===== src/common/ueb_pkg.sv =====
// Shared definitions for the endpoint 0 error logic and the bulk IN endpoint.
// Assumes a protocol engine on the same clock that reports tokens and packets.
package ueb_pkg;

  // Register byte offsets on the Wishbone bus
  localparam logic [7:0] EP0_CSR_OFS = 8'h00;
  localparam logic [7:0] TX_CSR_OFS = 8'h04;
  localparam logic [7:0] TX_FIFO_SIZE_OFS = 8'h08;
  localparam logic [7:0] TX_MAXP_OFS = 8'h0C;
  localparam logic [7:0] EP0_AUX_OFS = 8'h10;
  localparam logic [7:0] TX_COUNT_OFS = 8'h14;

  // Endpoint 0 control/status fields
  localparam int EP0_RXRDY_BIT = 0;
  localparam int EP0_TXRDY_BIT = 1;
  localparam int EP0_STALLSENT_BIT = 2;
  localparam int EP0_DATA_END_FLAG_BIT = 3;
  localparam int EP0_PREMEND_BIT = 4;
  localparam int EP0_SEND_STALL_REQUEST_BIT = 5;
  localparam int EP0_SERVRX_BIT = 6;
  localparam int EP0_PREMACK_BIT = 7;

  // Endpoint 0 auxiliary fields: state code and IN length
  localparam int AUX_STATE_LSB = 0;
  localparam int AUX_LEN_LSB = 8;

  // Transmit control/status fields, and the FIFO size double-buffer bit
  localparam int TX_RDY_BIT = 0;
  localparam int TX_NONEMPTY_BIT = 1;
  localparam int TX_FLUSH_BIT = 3;
  localparam int TX_SEND_STALL_REQUEST_BIT = 4;
  localparam int TX_STALLSENT_BIT = 5;
  localparam int TX_TOGCLR_BIT = 6;
  localparam int TX_DMA_MODE_SELECT_BIT = 10;
  localparam int TX_FORCETOG_BIT = 11;
  localparam int TX_DMA_REQUEST_ENABLE_BIT = 12;
  localparam int TX_MODE_BIT = 13;
  localparam int TX_ISO_BIT = 14;
  localparam int TX_DPB_BIT = 4;

  // Reset values
  localparam logic [15:0] TX_CFG_RST = 16'h0000;
  localparam logic [10:0] TX_MAXP_RST = 11'h040;
  localparam logic [6:0] EP0_MAXP_RST = 7'h40;
  localparam logic [1:0] PKT_CNT_RST = 2'h0;

  // Link event kinds reported by the protocol engine
  localparam logic [2:0] EV_SETUP = 3'h0;
  localparam logic [2:0] EV_OUT = 3'h1;
  localparam logic [2:0] EV_IN = 3'h2;
  localparam logic [2:0] EV_DATA = 3'h3;
  localparam logic [2:0] EV_ACK = 3'h4;

  // Answer codes handed back to the protocol engine
  localparam logic [1:0] RSP_NAK = 2'h0;
  localparam logic [1:0] RSP_STALL = 2'h1;
  localparam logic [1:0] RSP_DATA = 2'h2;
  localparam logic [1:0] RSP_ACK = 2'h3;

  typedef enum logic [2:0] {
    EP0_IDLE = 3'b001,
    EP0_TX = 3'b010,
    EP0_RX = 3'b100
  } ueb_ep0_e;

  typedef struct packed {
    logic valid;
    logic [2:0] kind;
    logic bulkEp;
    logic dataPid1;
    logic [10:0] count;
  } ueb_evt_s;

  typedef struct packed {
    logic valid;
    logic [1:0] code;
    logic toggle;
    logic [10:0] len;
  } ueb_resp_s;

endpackage


===== src/hw/ueb_top.sv =====
// Endpoint 0 protocol error handling and a bulk IN endpoint, Wishbone slave.
// Assumes the protocol engine shares this clock and gives one event per cycle.
//
// Functional notes
// - OUT token after data end in a control write gets STALL.
// - IN token after data end in a control read gets STALL.
// - Endpoint 0 OUT packet longer than max packet size gets STALL.
// - Non-empty or DATA0 status packet of a control read gets STALL.
// - Every endpoint 0 STALL sets stall-sent bit 2 and interrupts.
// - Early status stage or new SETUP sets premature-end bit 4, interrupts.
// - Software send-stall bit 5 makes the device STALL and interrupt.
// - Early zero-length OUT flushes queued endpoint 0 IN data, flags premature end.
// - Double-buffer enable lets the transmit FIFO hold two packets.
// - With DMA on, request asserted while the FIFO can take a packet.
// - DMA mode bit, with DMA request enable bit 12 set, suppresses per-packet transmit interrupts.
// - Writing toggle-clear bit 6 resets the endpoint data toggle.
// - Bit 1 shows non-empty FIFO; flush bit 3 drops one packet.
// - Transmit-ready clears and interrupts once the packet is sent.
// - With double buffering the first ready packet clears the bit at once.
// - Ready with no data loaded sends a zero-length packet.
// - Send-stall bit 4 makes each IN get STALL while set, bit 5, interrupt.
// - Endpoint 0 state is idle after reset.
// - SETUP, or OUT before data end in transmit phase, is a premature end.
//
// Design decisions made here: the Wishbone slave port and the register offsets.
`timescale 1ns/1ps
`default_nettype none

module ueb_top (
  input wire logic clock,
  input wire logic rstn,
  input wire logic clkEn,
  input wire logic wbCycI,
  input wire logic wbStbI,
  input wire logic wbWeI,
  input wire logic [7:0] wbAdrI,
  input wire logic [3:0] wbSelI,
  input wire logic [31:0] wbDatI,
  output logic [31:0] wbDatO,
  output logic wbAckO,
  input wire ueb_pkg::ueb_evt_s linkEvt,
  output ueb_pkg::ueb_resp_s linkResp,
  output logic ep0IntPulse,
  output logic txIntPulse,
  output logic dmaReq
);

  // Byte lanes 0 and 1 only; upper lanes hold no bits
  function automatic logic [15:0] laneMask(input logic [3:0] sel);
    laneMask = {{8{sel[1]}}, {8{sel[0]}}};
  endfunction

  ////////////////////////////////////////////////////////////////////////////
  // Bus decode

  logic busReq;
  logic busWr;
  logic [15:0] wMask;
  logic [15:0] wSet;
  logic wrEp0;
  logic wrTx;
  logic wrFifoSz;
  logic wrMaxp;
  logic wrAux;
  logic wrCount;

  assign busReq = wbCycI & wbStbI & ~wbAckO;
  assign busWr = busReq & wbWeI;
  assign wMask = laneMask(wbSelI);
  assign wSet = wbDatI[15:0] & wMask;
  assign wrEp0 = busWr & (wbAdrI == ueb_pkg::EP0_CSR_OFS);
  assign wrTx = busWr & (wbAdrI == ueb_pkg::TX_CSR_OFS);
  assign wrFifoSz = busWr & (wbAdrI == ueb_pkg::TX_FIFO_SIZE_OFS);
  assign wrMaxp = busWr & (wbAdrI == ueb_pkg::TX_MAXP_OFS);
  assign wrAux = busWr & (wbAdrI == ueb_pkg::EP0_AUX_OFS);
  assign wrCount = busWr & (wbAdrI == ueb_pkg::TX_COUNT_OFS);

  // Bit-clear request: lane selected and written as zero
  function automatic logic zeroWrite(input logic [15:0] mask, input logic [15:0] d,
                                     input int pos);
    zeroWrite = mask[pos] & ~d[pos];
  endfunction

  ////////////////////////////////////////////////////////////////////////////
  // State and storage

  ueb_pkg::ueb_ep0_e ep0State_q;
  ueb_pkg::ueb_ep0_e ep0State_d;
  logic rxRdy_q;
  logic ep0TxRdy_q;
  logic ep0StallSent_q;
  logic data_end_flag_q;
  logic premEnd_q;
  logic ep0SendStall_q;
  logic [6:0] ep0Len_q;
  logic [15:0] txCfg_q;
  logic txStallSent_q;
  logic txToggle_q;
  logic [1:0] pktCnt_q;
  logic headSlot_q;
  logic [10:0] pktLen_q [2];
  logic [10:0] loadCount_q;
  logic [4:0] fifoSize_q;
  logic [10:0] tx_max_packet_q;
  logic lastInBulk_q;

  logic [1:0] pktCap;
  logic txReadyBit;
  assign pktCap = fifoSize_q[ueb_pkg::TX_DPB_BIT] ? 2'h2 : 2'h1;
  assign txReadyBit = (pktCnt_q == pktCap);

  ////////////////////////////////////////////////////////////////////////////
  // Link event decode

  logic evEp0;
  logic evBulk;
  logic ep0Stall;
  logic ep0Prem;
  logic ep0Flush;
  logic ep0GoIdle;
  logic ep0RxSet;
  logic ep0TxDone;
  logic bulkStall;
  logic bulkSent;
  ueb_pkg::ueb_resp_s respNext;

  assign evEp0 = linkEvt.valid & ~linkEvt.bulkEp;
  assign evBulk = linkEvt.valid & linkEvt.bulkEp;

  // Endpoint 0 and bulk IN answers, state changes and flag events for this cycle
  always_comb begin
    ep0Stall = 1'b0;
    ep0Prem = 1'b0;
    ep0Flush = 1'b0;
    ep0GoIdle = 1'b0;
    ep0RxSet = 1'b0;
    ep0TxDone = 1'b0;
    bulkStall = 1'b0;
    bulkSent = 1'b0;
    respNext = '0;
    if (evEp0) begin
      case (linkEvt.kind)
        ueb_pkg::EV_SETUP: begin
          respNext = '{1'b1, ueb_pkg::RSP_ACK, 1'b0, 11'h000};
          ep0RxSet = 1'b1;
          if (ep0State_q != ueb_pkg::EP0_IDLE) begin
            ep0Prem = 1'b1;
            ep0GoIdle = 1'b1;
          end
        end
        ueb_pkg::EV_OUT: begin
          if (ep0SendStall_q) begin
            ep0Stall = 1'b1;
          end else if (ep0State_q == ueb_pkg::EP0_TX && !data_end_flag_q) begin
            ep0Prem = 1'b1;
            ep0GoIdle = 1'b1;
          end else if (ep0State_q == ueb_pkg::EP0_RX && data_end_flag_q) begin
            ep0Stall = 1'b1;
          end
        end
        ueb_pkg::EV_IN: begin
          if (ep0SendStall_q) begin
            ep0Stall = 1'b1;
          end else if (ep0State_q == ueb_pkg::EP0_TX && data_end_flag_q) begin
            ep0Stall = 1'b1;
          end else if (ep0State_q == ueb_pkg::EP0_RX && !data_end_flag_q) begin
            // Early status of a write
            // Still answered, so the host never waits on a silent endpoint
            ep0Prem = 1'b1;
            ep0GoIdle = 1'b1;
            respNext = '{1'b1, ueb_pkg::RSP_NAK, 1'b0, 11'h000};
          end else if (ep0State_q == ueb_pkg::EP0_RX) begin
            respNext = '{1'b1, ueb_pkg::RSP_DATA, 1'b1, 11'h000};
          end else if (ep0State_q == ueb_pkg::EP0_TX && ep0TxRdy_q) begin
            respNext = '{1'b1, ueb_pkg::RSP_DATA, 1'b0, {4'h0, ep0Len_q}};
          end else begin
            respNext = '{1'b1, ueb_pkg::RSP_NAK, 1'b0, 11'h000};
          end
        end
        ueb_pkg::EV_DATA: begin
          if (linkEvt.count > {4'h0, ueb_pkg::EP0_MAXP_RST}) begin
            ep0Stall = 1'b1;
          end else if (ep0State_q == ueb_pkg::EP0_TX && data_end_flag_q) begin
            // Bad status packet of a read
            if (linkEvt.count != 11'h000 || !linkEvt.dataPid1) begin
              ep0Stall = 1'b1;
            end else begin
              respNext = '{1'b1, ueb_pkg::RSP_ACK, 1'b0, 11'h000};
              ep0GoIdle = 1'b1;
            end
          end else if (ep0State_q == ueb_pkg::EP0_TX && linkEvt.count == 11'h000) begin
            ep0Flush = 1'b1;
            ep0Prem = 1'b1;
            ep0GoIdle = 1'b1;
            respNext = '{1'b1, ueb_pkg::RSP_ACK, 1'b0, 11'h000};
          end else if (rxRdy_q) begin
            respNext = '{1'b1, ueb_pkg::RSP_NAK, 1'b0, 11'h000};
          end else begin
            respNext = '{1'b1, ueb_pkg::RSP_ACK, 1'b0, 11'h000};
            ep0RxSet = 1'b1;
          end
        end
        ueb_pkg::EV_ACK: begin
          if (!lastInBulk_q && ep0State_q == ueb_pkg::EP0_RX && data_end_flag_q) begin
            ep0GoIdle = 1'b1;
          end else if (!lastInBulk_q) begin
            ep0TxDone = 1'b1;
          end
        end
        default: begin
          respNext = '0;
        end
      endcase
      if (ep0Stall) begin
        respNext = '{1'b1, ueb_pkg::RSP_STALL, 1'b0, 11'h000};
        ep0GoIdle = 1'b1;
      end
    end else if (evBulk && linkEvt.kind == ueb_pkg::EV_IN) begin
      if (txCfg_q[ueb_pkg::TX_SEND_STALL_REQUEST_BIT]) begin
        bulkStall = 1'b1;
        respNext = '{1'b1, ueb_pkg::RSP_STALL, 1'b0, 11'h000};
      end else if (pktCnt_q != 2'h0) begin
        respNext = '{1'b1, ueb_pkg::RSP_DATA, txToggle_q, pktLen_q[headSlot_q]};
        bulkSent = txCfg_q[ueb_pkg::TX_FORCETOG_BIT];
      end else begin
        respNext = '{1'b1, ueb_pkg::RSP_NAK, 1'b0, 11'h000};
      end
    end else if (evBulk && linkEvt.kind == ueb_pkg::EV_ACK) begin
      // Forced toggle already retired the packet when it went out
      bulkSent = lastInBulk_q & (pktCnt_q != 2'h0) & ~txCfg_q[ueb_pkg::TX_FORCETOG_BIT];
    end
  end

  ////////////////////////////////////////////////////////////////////////////
  // Endpoint 0 state and flags

  // Idle from reset; software picks data phase
  always_comb begin
    ep0State_d = ep0State_q;
    if (wrAux && wMask[0]) begin
      case (wbDatI[ueb_pkg::AUX_STATE_LSB +: 2])
        2'h1: ep0State_d = ueb_pkg::EP0_TX;
        2'h2: ep0State_d = ueb_pkg::EP0_RX;
        default: ep0State_d = ueb_pkg::EP0_IDLE;
      endcase
    end
    if (ep0GoIdle) begin
      ep0State_d = ueb_pkg::EP0_IDLE;
    end
  end

  always_ff @(posedge clock or negedge rstn) begin
    if (!rstn) begin
      ep0State_q <= ueb_pkg::EP0_IDLE;
    end else if (clkEn) begin
      ep0State_q <= ep0State_d;
    end
  end

  // Flags set by the link win over a same-cycle software clear
  always_ff @(posedge clock or negedge rstn) begin
    if (!rstn) begin
      rxRdy_q <= 1'b0;
      ep0StallSent_q <= 1'b0;
      premEnd_q <= 1'b0;
    end else if (clkEn) begin
      rxRdy_q <= ep0RxSet | (rxRdy_q & ~(wrEp0 & wSet[ueb_pkg::EP0_SERVRX_BIT]));
      // Stall-sent on every endpoint 0 STALL
      ep0StallSent_q <= ep0Stall |
                        (ep0StallSent_q &
                         ~(wrEp0 & zeroWrite(wMask, wbDatI[15:0], ueb_pkg::EP0_STALLSENT_BIT)));
      premEnd_q <= ep0Prem | (premEnd_q & ~(wrEp0 & wSet[ueb_pkg::EP0_PREMACK_BIT]));
    end
  end

  // Software-set bits the link retires
  always_ff @(posedge clock or negedge rstn) begin
    if (!rstn) begin
      ep0TxRdy_q <= 1'b0;
      data_end_flag_q <= 1'b0;
      ep0SendStall_q <= 1'b0;
      ep0Len_q <= '0;
    end else if (clkEn) begin
      if (ep0Flush || ep0TxDone || ep0GoIdle) begin
        ep0TxRdy_q <= 1'b0;
      end else if (wrEp0 && wSet[ueb_pkg::EP0_TXRDY_BIT]) begin
        ep0TxRdy_q <= 1'b1;
      end
      if (ep0GoIdle) begin
        data_end_flag_q <= 1'b0;
      end else if (wrEp0 && wSet[ueb_pkg::EP0_DATA_END_FLAG_BIT]) begin
        data_end_flag_q <= 1'b1;
      end
      // Request held until the STALL goes out
      if (ep0Stall) begin
        ep0SendStall_q <= 1'b0;
      end else if (wrEp0 && wSet[ueb_pkg::EP0_SEND_STALL_REQUEST_BIT]) begin
        ep0SendStall_q <= 1'b1;
      end
      if (wrAux && wMask[8]) begin
        ep0Len_q <= wbDatI[ueb_pkg::AUX_LEN_LSB +: 7];
      end
    end
  end

  ////////////////////////////////////////////////////////////////////////////
  // Bulk IN configuration

  always_ff @(posedge clock or negedge rstn) begin
    if (!rstn) begin
      txCfg_q <= ueb_pkg::TX_CFG_RST;
      fifoSize_q <= '0;
      tx_max_packet_q <= ueb_pkg::TX_MAXP_RST;
      loadCount_q <= '0;
    end else if (clkEn) begin
      if (wrTx) begin
        txCfg_q <= (txCfg_q & ~wMask) | (wbDatI[15:0] & wMask & 16'h7C10);
      end
      if (wrFifoSz && wMask[0]) begin
        fifoSize_q <= wbDatI[4:0];
      end
      if (wrMaxp) begin
        tx_max_packet_q <= (tx_max_packet_q & ~wMask[10:0]) | (wbDatI[10:0] & wMask[10:0]);
      end
      if (wrCount) begin
        loadCount_q <= (loadCount_q & ~wMask[10:0]) | (wbDatI[10:0] & wMask[10:0]);
      end
    end
  end

  // Stall-sent set by the link, cleared by writing zero
  always_ff @(posedge clock or negedge rstn) begin
    if (!rstn) begin
      txStallSent_q <= 1'b0;
    end else if (clkEn) begin
      txStallSent_q <= bulkStall |
                       (txStallSent_q &
                        ~(wrTx & zeroWrite(wMask, wbDatI[15:0], ueb_pkg::TX_STALLSENT_BIT)));
    end
  end

  // Data toggle flips on each retired packet
  always_ff @(posedge clock or negedge rstn) begin
    if (!rstn) begin
      txToggle_q <= 1'b0;
    end else if (clkEn) begin
      if (wrTx && wSet[ueb_pkg::TX_TOGCLR_BIT]) begin
        txToggle_q <= 1'b0;
      end else if (bulkSent) begin
        txToggle_q <= ~txToggle_q;
      end
    end
  end

  ////////////////////////////////////////////////////////////////////////////
  // Packet slots

  logic loadPkt;
  logic dropPkt;
  assign loadPkt = wrTx & wSet[ueb_pkg::TX_RDY_BIT] & (pktCnt_q < pktCap);
  assign dropPkt = bulkSent | (wrTx & wSet[ueb_pkg::TX_FLUSH_BIT] & (pktCnt_q != 2'h0));

  // Length recorded per slot; lengths stand in for the FIFO contents
  always_ff @(posedge clock or negedge rstn) begin
    if (!rstn) begin
      pktCnt_q <= ueb_pkg::PKT_CNT_RST;
      headSlot_q <= 1'b0;
      pktLen_q[0] <= '0;
      pktLen_q[1] <= '0;
    end else if (clkEn) begin
      pktCnt_q <= pktCnt_q + {1'b0, loadPkt} - {1'b0, dropPkt};
      if (dropPkt) begin
        headSlot_q <= ~headSlot_q;
      end
      if (loadPkt) begin
        // Tail slot is head plus count, whether or not the head retires now
        pktLen_q[headSlot_q ^ (pktCnt_q != 2'h0)] <= loadCount_q;
      end
    end
  end

  ////////////////////////////////////////////////////////////////////////////
  // Link answer, interrupt pulses, DMA request

  always_ff @(posedge clock or negedge rstn) begin
    if (!rstn) begin
      linkResp <= '0;
      lastInBulk_q <= 1'b0;
    end else if (clkEn) begin
      linkResp <= respNext;
      if (linkEvt.valid && linkEvt.kind == ueb_pkg::EV_IN) begin
        lastInBulk_q <= linkEvt.bulkEp;
      end
    end
  end

  logic ep0IntEvt;
  logic txIntEvt;
  logic dmaQuiet;
  assign ep0IntEvt = ep0Stall | ep0Prem | ep0RxSet | ep0TxDone;
  // DMA mode keeps only error interrupts
  assign dmaQuiet = txCfg_q[ueb_pkg::TX_DMA_REQUEST_ENABLE_BIT] & txCfg_q[ueb_pkg::TX_DMA_MODE_SELECT_BIT];
  // Sent packet frees a slot and interrupts
  // Ready cleared at once when a slot stays free
  assign txIntEvt = bulkStall |
                    (~dmaQuiet & (bulkSent | (loadPkt & (pktCnt_q + 2'h1 < pktCap))));

  always_ff @(posedge clock or negedge rstn) begin
    if (!rstn) begin
      ep0IntPulse <= 1'b0;
      txIntPulse <= 1'b0;
      dmaReq <= 1'b0;
    end else if (clkEn) begin
      ep0IntPulse <= ep0IntEvt;
      txIntPulse <= txIntEvt;
      // Request while a slot is free
      dmaReq <= txCfg_q[ueb_pkg::TX_DMA_REQUEST_ENABLE_BIT] &
                ((pktCnt_q + {1'b0, loadPkt} - {1'b0, dropPkt}) < pktCap);
    end
  end

  ////////////////////////////////////////////////////////////////////////////
  // Read mux and acknowledge

  logic [15:0] rdData;
  always_comb begin
    rdData = 16'h0000;
    case (wbAdrI)
      ueb_pkg::EP0_CSR_OFS: begin
        rdData[ueb_pkg::EP0_RXRDY_BIT] = rxRdy_q;
        rdData[ueb_pkg::EP0_TXRDY_BIT] = ep0TxRdy_q;
        rdData[ueb_pkg::EP0_STALLSENT_BIT] = ep0StallSent_q;
        rdData[ueb_pkg::EP0_DATA_END_FLAG_BIT] = data_end_flag_q;
        rdData[ueb_pkg::EP0_PREMEND_BIT] = premEnd_q;
        rdData[ueb_pkg::EP0_SEND_STALL_REQUEST_BIT] = ep0SendStall_q;
      end
      ueb_pkg::TX_CSR_OFS: begin
        rdData = txCfg_q;
        rdData[ueb_pkg::TX_RDY_BIT] = txReadyBit;
        rdData[ueb_pkg::TX_NONEMPTY_BIT] = (pktCnt_q != 2'h0);
        rdData[ueb_pkg::TX_STALLSENT_BIT] = txStallSent_q;
      end
      ueb_pkg::TX_FIFO_SIZE_OFS: rdData = {11'h000, fifoSize_q};
      ueb_pkg::TX_MAXP_OFS: rdData = {5'h00, tx_max_packet_q};
      ueb_pkg::EP0_AUX_OFS: begin
        rdData = {1'b0, ep0Len_q, 3'h0, txToggle_q, 2'h0,
                  ep0State_q == ueb_pkg::EP0_RX, ep0State_q == ueb_pkg::EP0_TX};
      end
      ueb_pkg::TX_COUNT_OFS: rdData = {5'h00, loadCount_q};
      default: rdData = 16'h0000;
    endcase
  end

  // One wait state; unmapped reads answer zero
  always_ff @(posedge clock or negedge rstn) begin
    if (!rstn) begin
      wbAckO <= 1'b0;
      wbDatO <= '0;
    end else if (clkEn) begin
      wbAckO <= busReq;
      wbDatO <= {16'h0000, rdData};
    end
  end

endmodule

`default_nettype wire


===== config.mk =====
export PLATFORM = sky130hd
export DESIGN_NAME = ueb_top
export DESIGN_NICKNAME = d
export VERILOG_FILES = /design/src/common/ueb_pkg.sv /design/src/hw/ueb_top.sv
export SDC_FILE = /design/constraint.sdc
export NUM_CORES = 1
export LEC_CHECK = 0
export ABC_AREA = 0
export BUFFER_PORTS_ARGS = -buffer_cell sky130_fd_sc_hd__clkbuf_2
export CAP_MARGIN = 20
export CORE_ASPECT_RATIO = 0.7
export CORE_MARGIN = 5
export CORE_UTILIZATION = 50
export DETAILED_ROUTE_END_ITERATION = 8
export PLACE_DENSITY = 0.76
export SETUP_SLACK_MARGIN = 0.2
export SKIP_CTS_REPAIR_TIMING = 1
export SYNTH_ARGS = -nofsm -noshare
export SYNTH_HDL_FRONTEND = slang
export SYNTH_SLANG_ARGS = --single-unit

===== constraint.sdc =====
create_clock -name clock -period 2.3 [get_ports clock]
set_input_delay 0.115 -clock clock [delete_from_list [all_inputs] [get_ports clock]]
set_output_delay 0.115 -clock clock [all_outputs]
set_load 0.005 [all_outputs]

# Word-level counts from Yosys, hierarchy flattened
# Index checks and enable logic that the tools add are counted.
[word_totals]
reg_bits = 122
latch_bits = 0
ramBits = 0
rom_bits = 0
inputBits = 67
out_inout_bits = 51
word_cells = 252
mem_count = 0
[op_classes]
addsub = 3
mul = 0
n_div = 0
order_cmp = 7
eq_ne = 15
n_shift = 0
n_mux = 85
bitwise_logic = 66
n_reduce_logical = 48
[op_table]
columns = ["operator", "n"]
rows = [
  ["$mux W15", 8],
  ["$mux W14", 7],
  ["$mux W1", 53],
  ["$pmux W15 S3", 1],
  ["$mux W11", 4],
  ["$pmux W10 S4", 1],
  ["$pmux W6 S6", 1],
  ["$and A11 B11 Y11", 3],
  ["$and A1 B1 Y1", 31],
  ["$reduce_and A2 Y1", 13],
  ["$bwmux W22", 1],
  ["$or A11 B11 Y11", 2],
  ["$logic_and A1 B1 Y1", 19],
  ["$and A16 B16 Y16", 1],
  ["$eq A8 B4 Y1 const B", 2],
  ["$eq A8 B5 Y1 const B", 2],
  ["$not A16 Y16", 1],
  ["$or A16 B15 Y16", 1],
  ["$and A15 B15 Y15", 1],
  ["$not A1 Y1", 12],
  ["$reduce_bool A2 Y1", 6],
  ["$demux W11 S1", 1],
  ["$gt A11 B7 Y1 const B", 1],
  ["$logic_not A11 Y1", 1],
  ["30 further kinds", 51],
]

# Logic depth before layout (Yosys ltp)
[logic_depth]
word_depth = 12
mapped_depth = 13
mapped_depth_nobuf = 13

# Worst setup path before layout
# No wires, ideal clock.
[synth_timing]
path_type = "input to register"
start = "input wbAdrI[5]"
end = "register dmaReq"
setup_ns = 0.121
t_arrival_ns = 2.714
t_required_ns = 2.179
slack_ns = -0.535
stages = 12
path_buffers = 0
path_cell_list = "or4_4 nor3_2 nand2_1 o41ai_1 ha_1 inv_1 ha_1 xnor2_1 xnor2_1 ha_1 o21ai_0 a22o_1"
[synth_between]
elab_chain_len = 8
elab_cells_between_ends = 11
cone_classes = "add/sub (2); order compare (1); eq/ne (1); bitwise (7)"
[synth_rtl]
columns = ["item", "line", "rtl"]
rows = [
  ["start, declared", "ueb_top.sv:36", "input wire logic [7:0] wbAdrI,"],
  ["$eq A8 B3 Y1 *", "ueb_top.sv:72", "assign wrTx = busWr & (wbAdrI == ueb_pkg::TX_CSR_OFS);"],
  ["$and A1 B1 Y1 *", "ueb_top.sv:72", ""],
  ["$and A1 B1 Y1, on equally long branches (2 in series)", "ueb_top.sv:360, ueb_top.sv:361", ""],
  ["$add A2 B1 Y2 or $or A1 B1 Y1 (tied branches)", "ueb_top.sv:418, ueb_top.sv:361", ""],
  ["$sub A2 B1 Y2 *", "ueb_top.sv:418", "((pktCnt_q + {1'b0, loadPkt} - {1'b0, dropPkt}) < pktCap);"],
  ["$lt A2 B2 Y1 *", "ueb_top.sv:418", ""],
  ["$and A1 B1 Y1 *", "ueb_top.sv:417", "dmaReq <= txCfg_q[ueb_pkg::TX_DMA_REQUEST_ENABLE_BIT] &"],
  ["end signal, assigned", "ueb_top.sv:417", ""],
  ["end, declared", "ueb_top.sv:45", "output logic dmaReq"],
]
# Mark *: on every way between the ends. The rest lies on a longest branch, timed or not.
# A chain may end at the register's enable or synchronous reset.

# Worst setup path after layout
[layout_timing]
start = "register wbAckO"
end = "register dmaReq"
[layout_between]
elab_chain_len = 10
elab_cells_between_ends = 13
cone_classes = "add/sub (2); order compare (1); bitwise (10)"
[layout_rtl]
columns = ["item", "line", "rtl"]
rows = [
  ["start, declared", "ueb_top.sv:40", "output logic wbAckO,"],
  ["start signal, assigned", "ueb_top.sv:460", "wbAckO <= busReq;"],
  ["$not A1 Y1 *", "ueb_top.sv:67", "assign busReq = wbCycI & wbStbI & ~wbAckO;"],
  ["$and A1 B1 Y1 *", "ueb_top.sv:67", ""],
  ["$and A1 B1 Y1 *", "ueb_top.sv:68", "assign busWr = busReq & wbWeI;"],
  ["$and A1 B1 Y1 *", "ueb_top.sv:72", ""],
  ["$and A1 B1 Y1, on equally long branches (2 in series)", "ueb_top.sv:360, ueb_top.sv:361", ""],
  ["$add A2 B1 Y2 or $or A1 B1 Y1 (tied branches)", "ueb_top.sv:418, ueb_top.sv:361", ""],
  ["$sub A2 B1 Y2 *", "ueb_top.sv:418", ""],
  ["$lt A2 B2 Y1 *", "ueb_top.sv:418", ""],
  ["$and A1 B1 Y1 *", "ueb_top.sv:417", ""],
]
# Marks and branches as above.

==> run_results.csv <==
group,metric,value,unit
sta,transition_time_at_the_pin_with_the_least_slew_margin,0.745,ns
power,p_seq_frac,0.398,
final_layout,layout-area-overhead-vs-synth,29.1,%
power,clock_power_share,0.491,
sta,timing_hold_violations_final,2,
clocking,worst_skew_pair.late_latency,0.41,ns
clocking,tritoncts,"yes",
placed_design,place_worst_setup_slack,-0.477,ns
setup_path,cp.required,2.59,ns
clocking,cts-buffers-inserted,17,
outcome,failed_checks,"hold timing, setup timing",
grt,grt_first_pass_wirelength,26700,um
clocking,clk_pin_slew,0.06,ns
drt,per_cell_via_count_in_the_routed_design,5.98,
sta,clock_skew,0.00710,ns
clocking,cts_buffer_depth,2,
drt,vias,4942,
setup_path,worst-r2r-cell-count,11,
final_layout,fin_nets,734,
setup_path,worst_setup_path_startpoint,"wbAckO$_DFFE_PN0P_",
setup_path,crit_chain,"nor2b_2 -> nand4_1 -> o41ai_4 -> ha_1 -> inv_2 -> ha_4 -> xnor2_2 -> xnor2_1 -> ha_1 -> o21ai_1 -> a22o_1",
synth,edff_count_synth,0,
clocking,htree_num_levels,4,
placed_design,count_of_input_and_output_buffers,82,
sta,fin_ws,-0.276,ns
setup_path,crit_arrival,2.87,ns
power,peakVddDrop,499,uV
grt,grt_max_degree,49,
sta,timing.setup.tns,-0.276,ns
setup_path,rr_endpoint,"dmaReq$_DFFE_PN0P_",
clocking,clk_tree_root_cell,"sky130_fd_sc_hd__clkbuf_16",
grt,grtUsageTotal,0.239,
sta,setup_viol,1,
final_layout,share_of_post_route_cells_with_drive_strength_above_1,0.400,
placed_design,dpl.cell_count,781,
power,power_switching,1.40,mW
setup_path,cpMaxStageDelayCell,"sky130_fd_sc_hd__o41ai_4",
drt,drt.antenna.violating_nets,0,
synth,synthesis.area,0.00600,mm2
final_layout,finish.cell_count_without_fillers,827,
setup_path,critical_path.startpoint_type,"flip-flop",
power,sw_frac_of_total,0.252,
clocking,numClockSinks,119,
die,floorplan.die.width,141,um
synth,synth_unique_cells,66,
power,internal_power,4.17,mW
power,power.share.combinational,0.110,
die,core_region_area,0.0117,mm2
sta,drv_slew,0,
grt,number_of_antenna_violations_at_the_first_check_in_global_routing,0,
drt,routed_wl,17300,um
sta,hold_slack,-0.00391,ns
setup_path,critPathMaxStageDelay,0.44,ns
synth,post-synth-top-area-cell,"sky130_fd_sc_hd__dfrtp_1",
setup_path,worstSetupEndpoint,"dmaReq$_DFFE_PN0P_",
synth,synth_warnings,0,
hold_path,min-delay-path-class,"in2reg",
die,placementRows,33,
placed_design,place_congestion,0.925,
sta,max_freq,388,MHz
grt,global_route_overflow,0,
synth,synth_top_area_frac,0.488,
sta,rsz0062_at_grt,"yes",
sta,fin_crit_sh,1.12,
die,die-area,0.0143,mm2
synth,synthFlopType,"sky130_fd_sc_hd__dfrtp_1",
drt,detail_route.drc_violations,0,
drt,drt_iter0_markers,544,
placed_design,dp_hpwl,12100,um
setup_path,critical_path_class,"reg2reg",
synth,yosys_register_bits,119,
setup_path,setup.reg_to_reg.worst_slack,-0.28,ns
setup_path,endpoint_kind,"flip-flop",
synth,ys_async_sr_fraction,1.00,
die,die_h,102,um
drt,wl_per_cell,21.0,um
synth,post_synth_inst_count,526,
setup_path,crit_path_max_fanout,2,
grt,vias_in_the_first_global_route,4867,
synth,ys_top_cells_by_area,"sky130_fd_sc_hd__dfrtp_1 (49%), sky130_fd_sc_hd__mux2_2 (7.5%), sky130_fd_sc_hd__mux2_4 (5.0%), sky130_fd_sc_hd__nand2_1 (3.3%), sky130_fd_sc_hd__ha_1 (2.1%)",
sta,worst_slew_margin,0.499,
drt,firstDrtPassIters,6,
power,total_design_power,5.57,mW
synth,seq_area_frac_synth,0.497,
die,initial_utilization,0.512,
outcome,status,"complete, but fails checks",
die,num_io_pins,118,
setup_path,r2r_start,"wbAckO$_DFFE_PN0P_",
setup_path,most_frequent_cell_on_the_critical_path,"sky130_fd_sc_hd__ha_1",
final_layout,antenna_cells_inserted,0,
power,powerDensity,719,mW/mm2
synth,synth_area_per_cell,11.4,um2
sta,timing.final.crit_period,2.58,ns
power,power.leakage,3.76,nW
flow_run,timing.max_cap.violations,0,
## cells in the mapped netlist (10+ instances only)
library cell and n:
sky130_fd_sc_hd__dfrtp_1 117, sky130_fd_sc_hd__nand2_1 52, sky130_fd_sc_hd__mux2_2 40, sky130_fd_sc_hd__nor2_1 31, sky130_fd_sc_hd__o21ai_0 22, sky130_fd_sc_hd__mux2_4 20, sky130_fd_sc_hd__clkbuf_1 19, sky130_fd_sc_hd__buf_4 16
sky130_fd_sc_hd__inv_1 13, sky130_fd_sc_hd__o2bb2ai_1 13, sky130_fd_sc_hd__a22oi_1 11, sky130_fd_sc_hd__a31oi_1 10, sky130_fd_sc_hd__and3_1 10, sky130_fd_sc_hd__ha_1 10
## critical path, delay by kind of cell (launching register included)
| family | cells | cell delay (ns) |
|---|---|---|
| adder cells (fa/ha/maj) | 3 | 0.73 |
| flip-flops | 1 | 0.39 |
| AO/OA/AOI/OAI | 3 | 0.69 |
| buffers and inverters | 1 | 0.08 |
| AND/OR/NAND/NOR | 2 | 0.34 |
| XOR/XNOR | 2 | 0.23 |
## power by group through the flow
stage / clock, mW / sequential, mW / combinational [mW]
after floorplan: 0 / 2.22 / 0.278
after global placement: 0 / 2.24 / 0.486
after detailed placement: 0 / 2.24 / 0.508
after CTS: 2.76 / 2.21 / 0.514
after global routing: 2.87 / 2.22 / 0.674
final: 2.74 / 2.22 / 0.616
## layer usage
metal	track usage	wire (um)	up-vias
met5	0	0	-
met4	0.0618	258	0
met3	0.0595	1420	30
met2	0.362	7930	241
met1	0.348	7730	2480
li1	-	-	2191
## kinds of logic (layout without fill, tap and decap cells)
| logic type | Yosys count | in the layout | synth area share |
|---|---|---|---|
| AO/OA/AOI/OAI | 103 | 103 | 0.126 |
| XOR/XNOR | 6 | 6 | 0.00876 |
| adder cells (fa/ha/maj) | 10 | 10 | 0.0208 |
| buffers and inverters | 54 | 181 | 0.0465 |
| flip-flops | 119 | 119 | 0.497 |
| multiplexers | 73 | 73 | 0.157 |
| other | 1 | 16 | 0.000625 |
| AND/OR/NAND/NOR | 160 | 162 | 0.144 |
## cell type report
| cell class | instances | area, um2 |
|---|---|---|
| Clock buffer | 18 | 439 |
| Clock inverter | 14 | 175 |
| Fill cell | 863 | 3980 |
| Inverter | 14 | 52.6 |
| Multi-Input combinational cell | 370 | 3050 |
| Sequential cell | 119 | 2980 |
| Tap cell | 157 | 196 |
| Timing Repair Buffer | 135 | 858 |
## how the worst min path moves through the flow
stage,cells after the start,startpoint,end,slack (ns)
6_report,2,wbDatI[9],flip-flop,-0.004
5_1_grt,2,wbDatI[8],flip-flop,0.002
4_1_cts,1,rstn,linkResp[8]$_DFFE_PN0P_,-0.34
3_5_place_dp,1,rstn,linkResp[14]$_DFFE_PN0P_,0.09
3_3_place_gp,1,rstn,linkResp[14]$_DFFE_PN0P_,0.08
2_1_floorplan,0,rstn,asynchronous set/reset pin,-0.18
## per-stage QoR
step / utilization / hold slack (ns) / area [um2]
final: 0.661 / -0.00391 / 7750
after global routing: 0.661 / 0.00206 / 7750
after CTS: 0.633 / -0.341 / 7430
after detailed placement: 0.581 / 0.0938 / 6810
after global placement: 0.581 / 0.0755 / 6810
after floorplan: - / -0.181 / 6100
## layout by cell type, fill, tap and decap left out, types with 10 or more instances in the layout
cell type / synthesis / final
sky130_fd_sc_hd__a22oi_1: 11 / 11
sky130_fd_sc_hd__and3_1: 10 / 10
sky130_fd_sc_hd__buf_4: 16 / 44
sky130_fd_sc_hd__clkbuf_16: 0 / 17
sky130_fd_sc_hd__clkbuf_2: 0 / 81
sky130_fd_sc_hd__conb_1: 1 / 16
sky130_fd_sc_hd__dfrtp_1: 117 / 115
sky130_fd_sc_hd__inv_1: 13 / 12
sky130_fd_sc_hd__mux2_2: 40 / 39
sky130_fd_sc_hd__mux2_4: 20 / 21
sky130_fd_sc_hd__nand2_1: 52 / 52
sky130_fd_sc_hd__nor2_1: 31 / 29
sky130_fd_sc_hd__o21ai_0: 22 / 17
sky130_fd_sc_hd__o2bb2ai_1: 13 / 13
No activity file was read; power rests on OpenSTA's default activity.
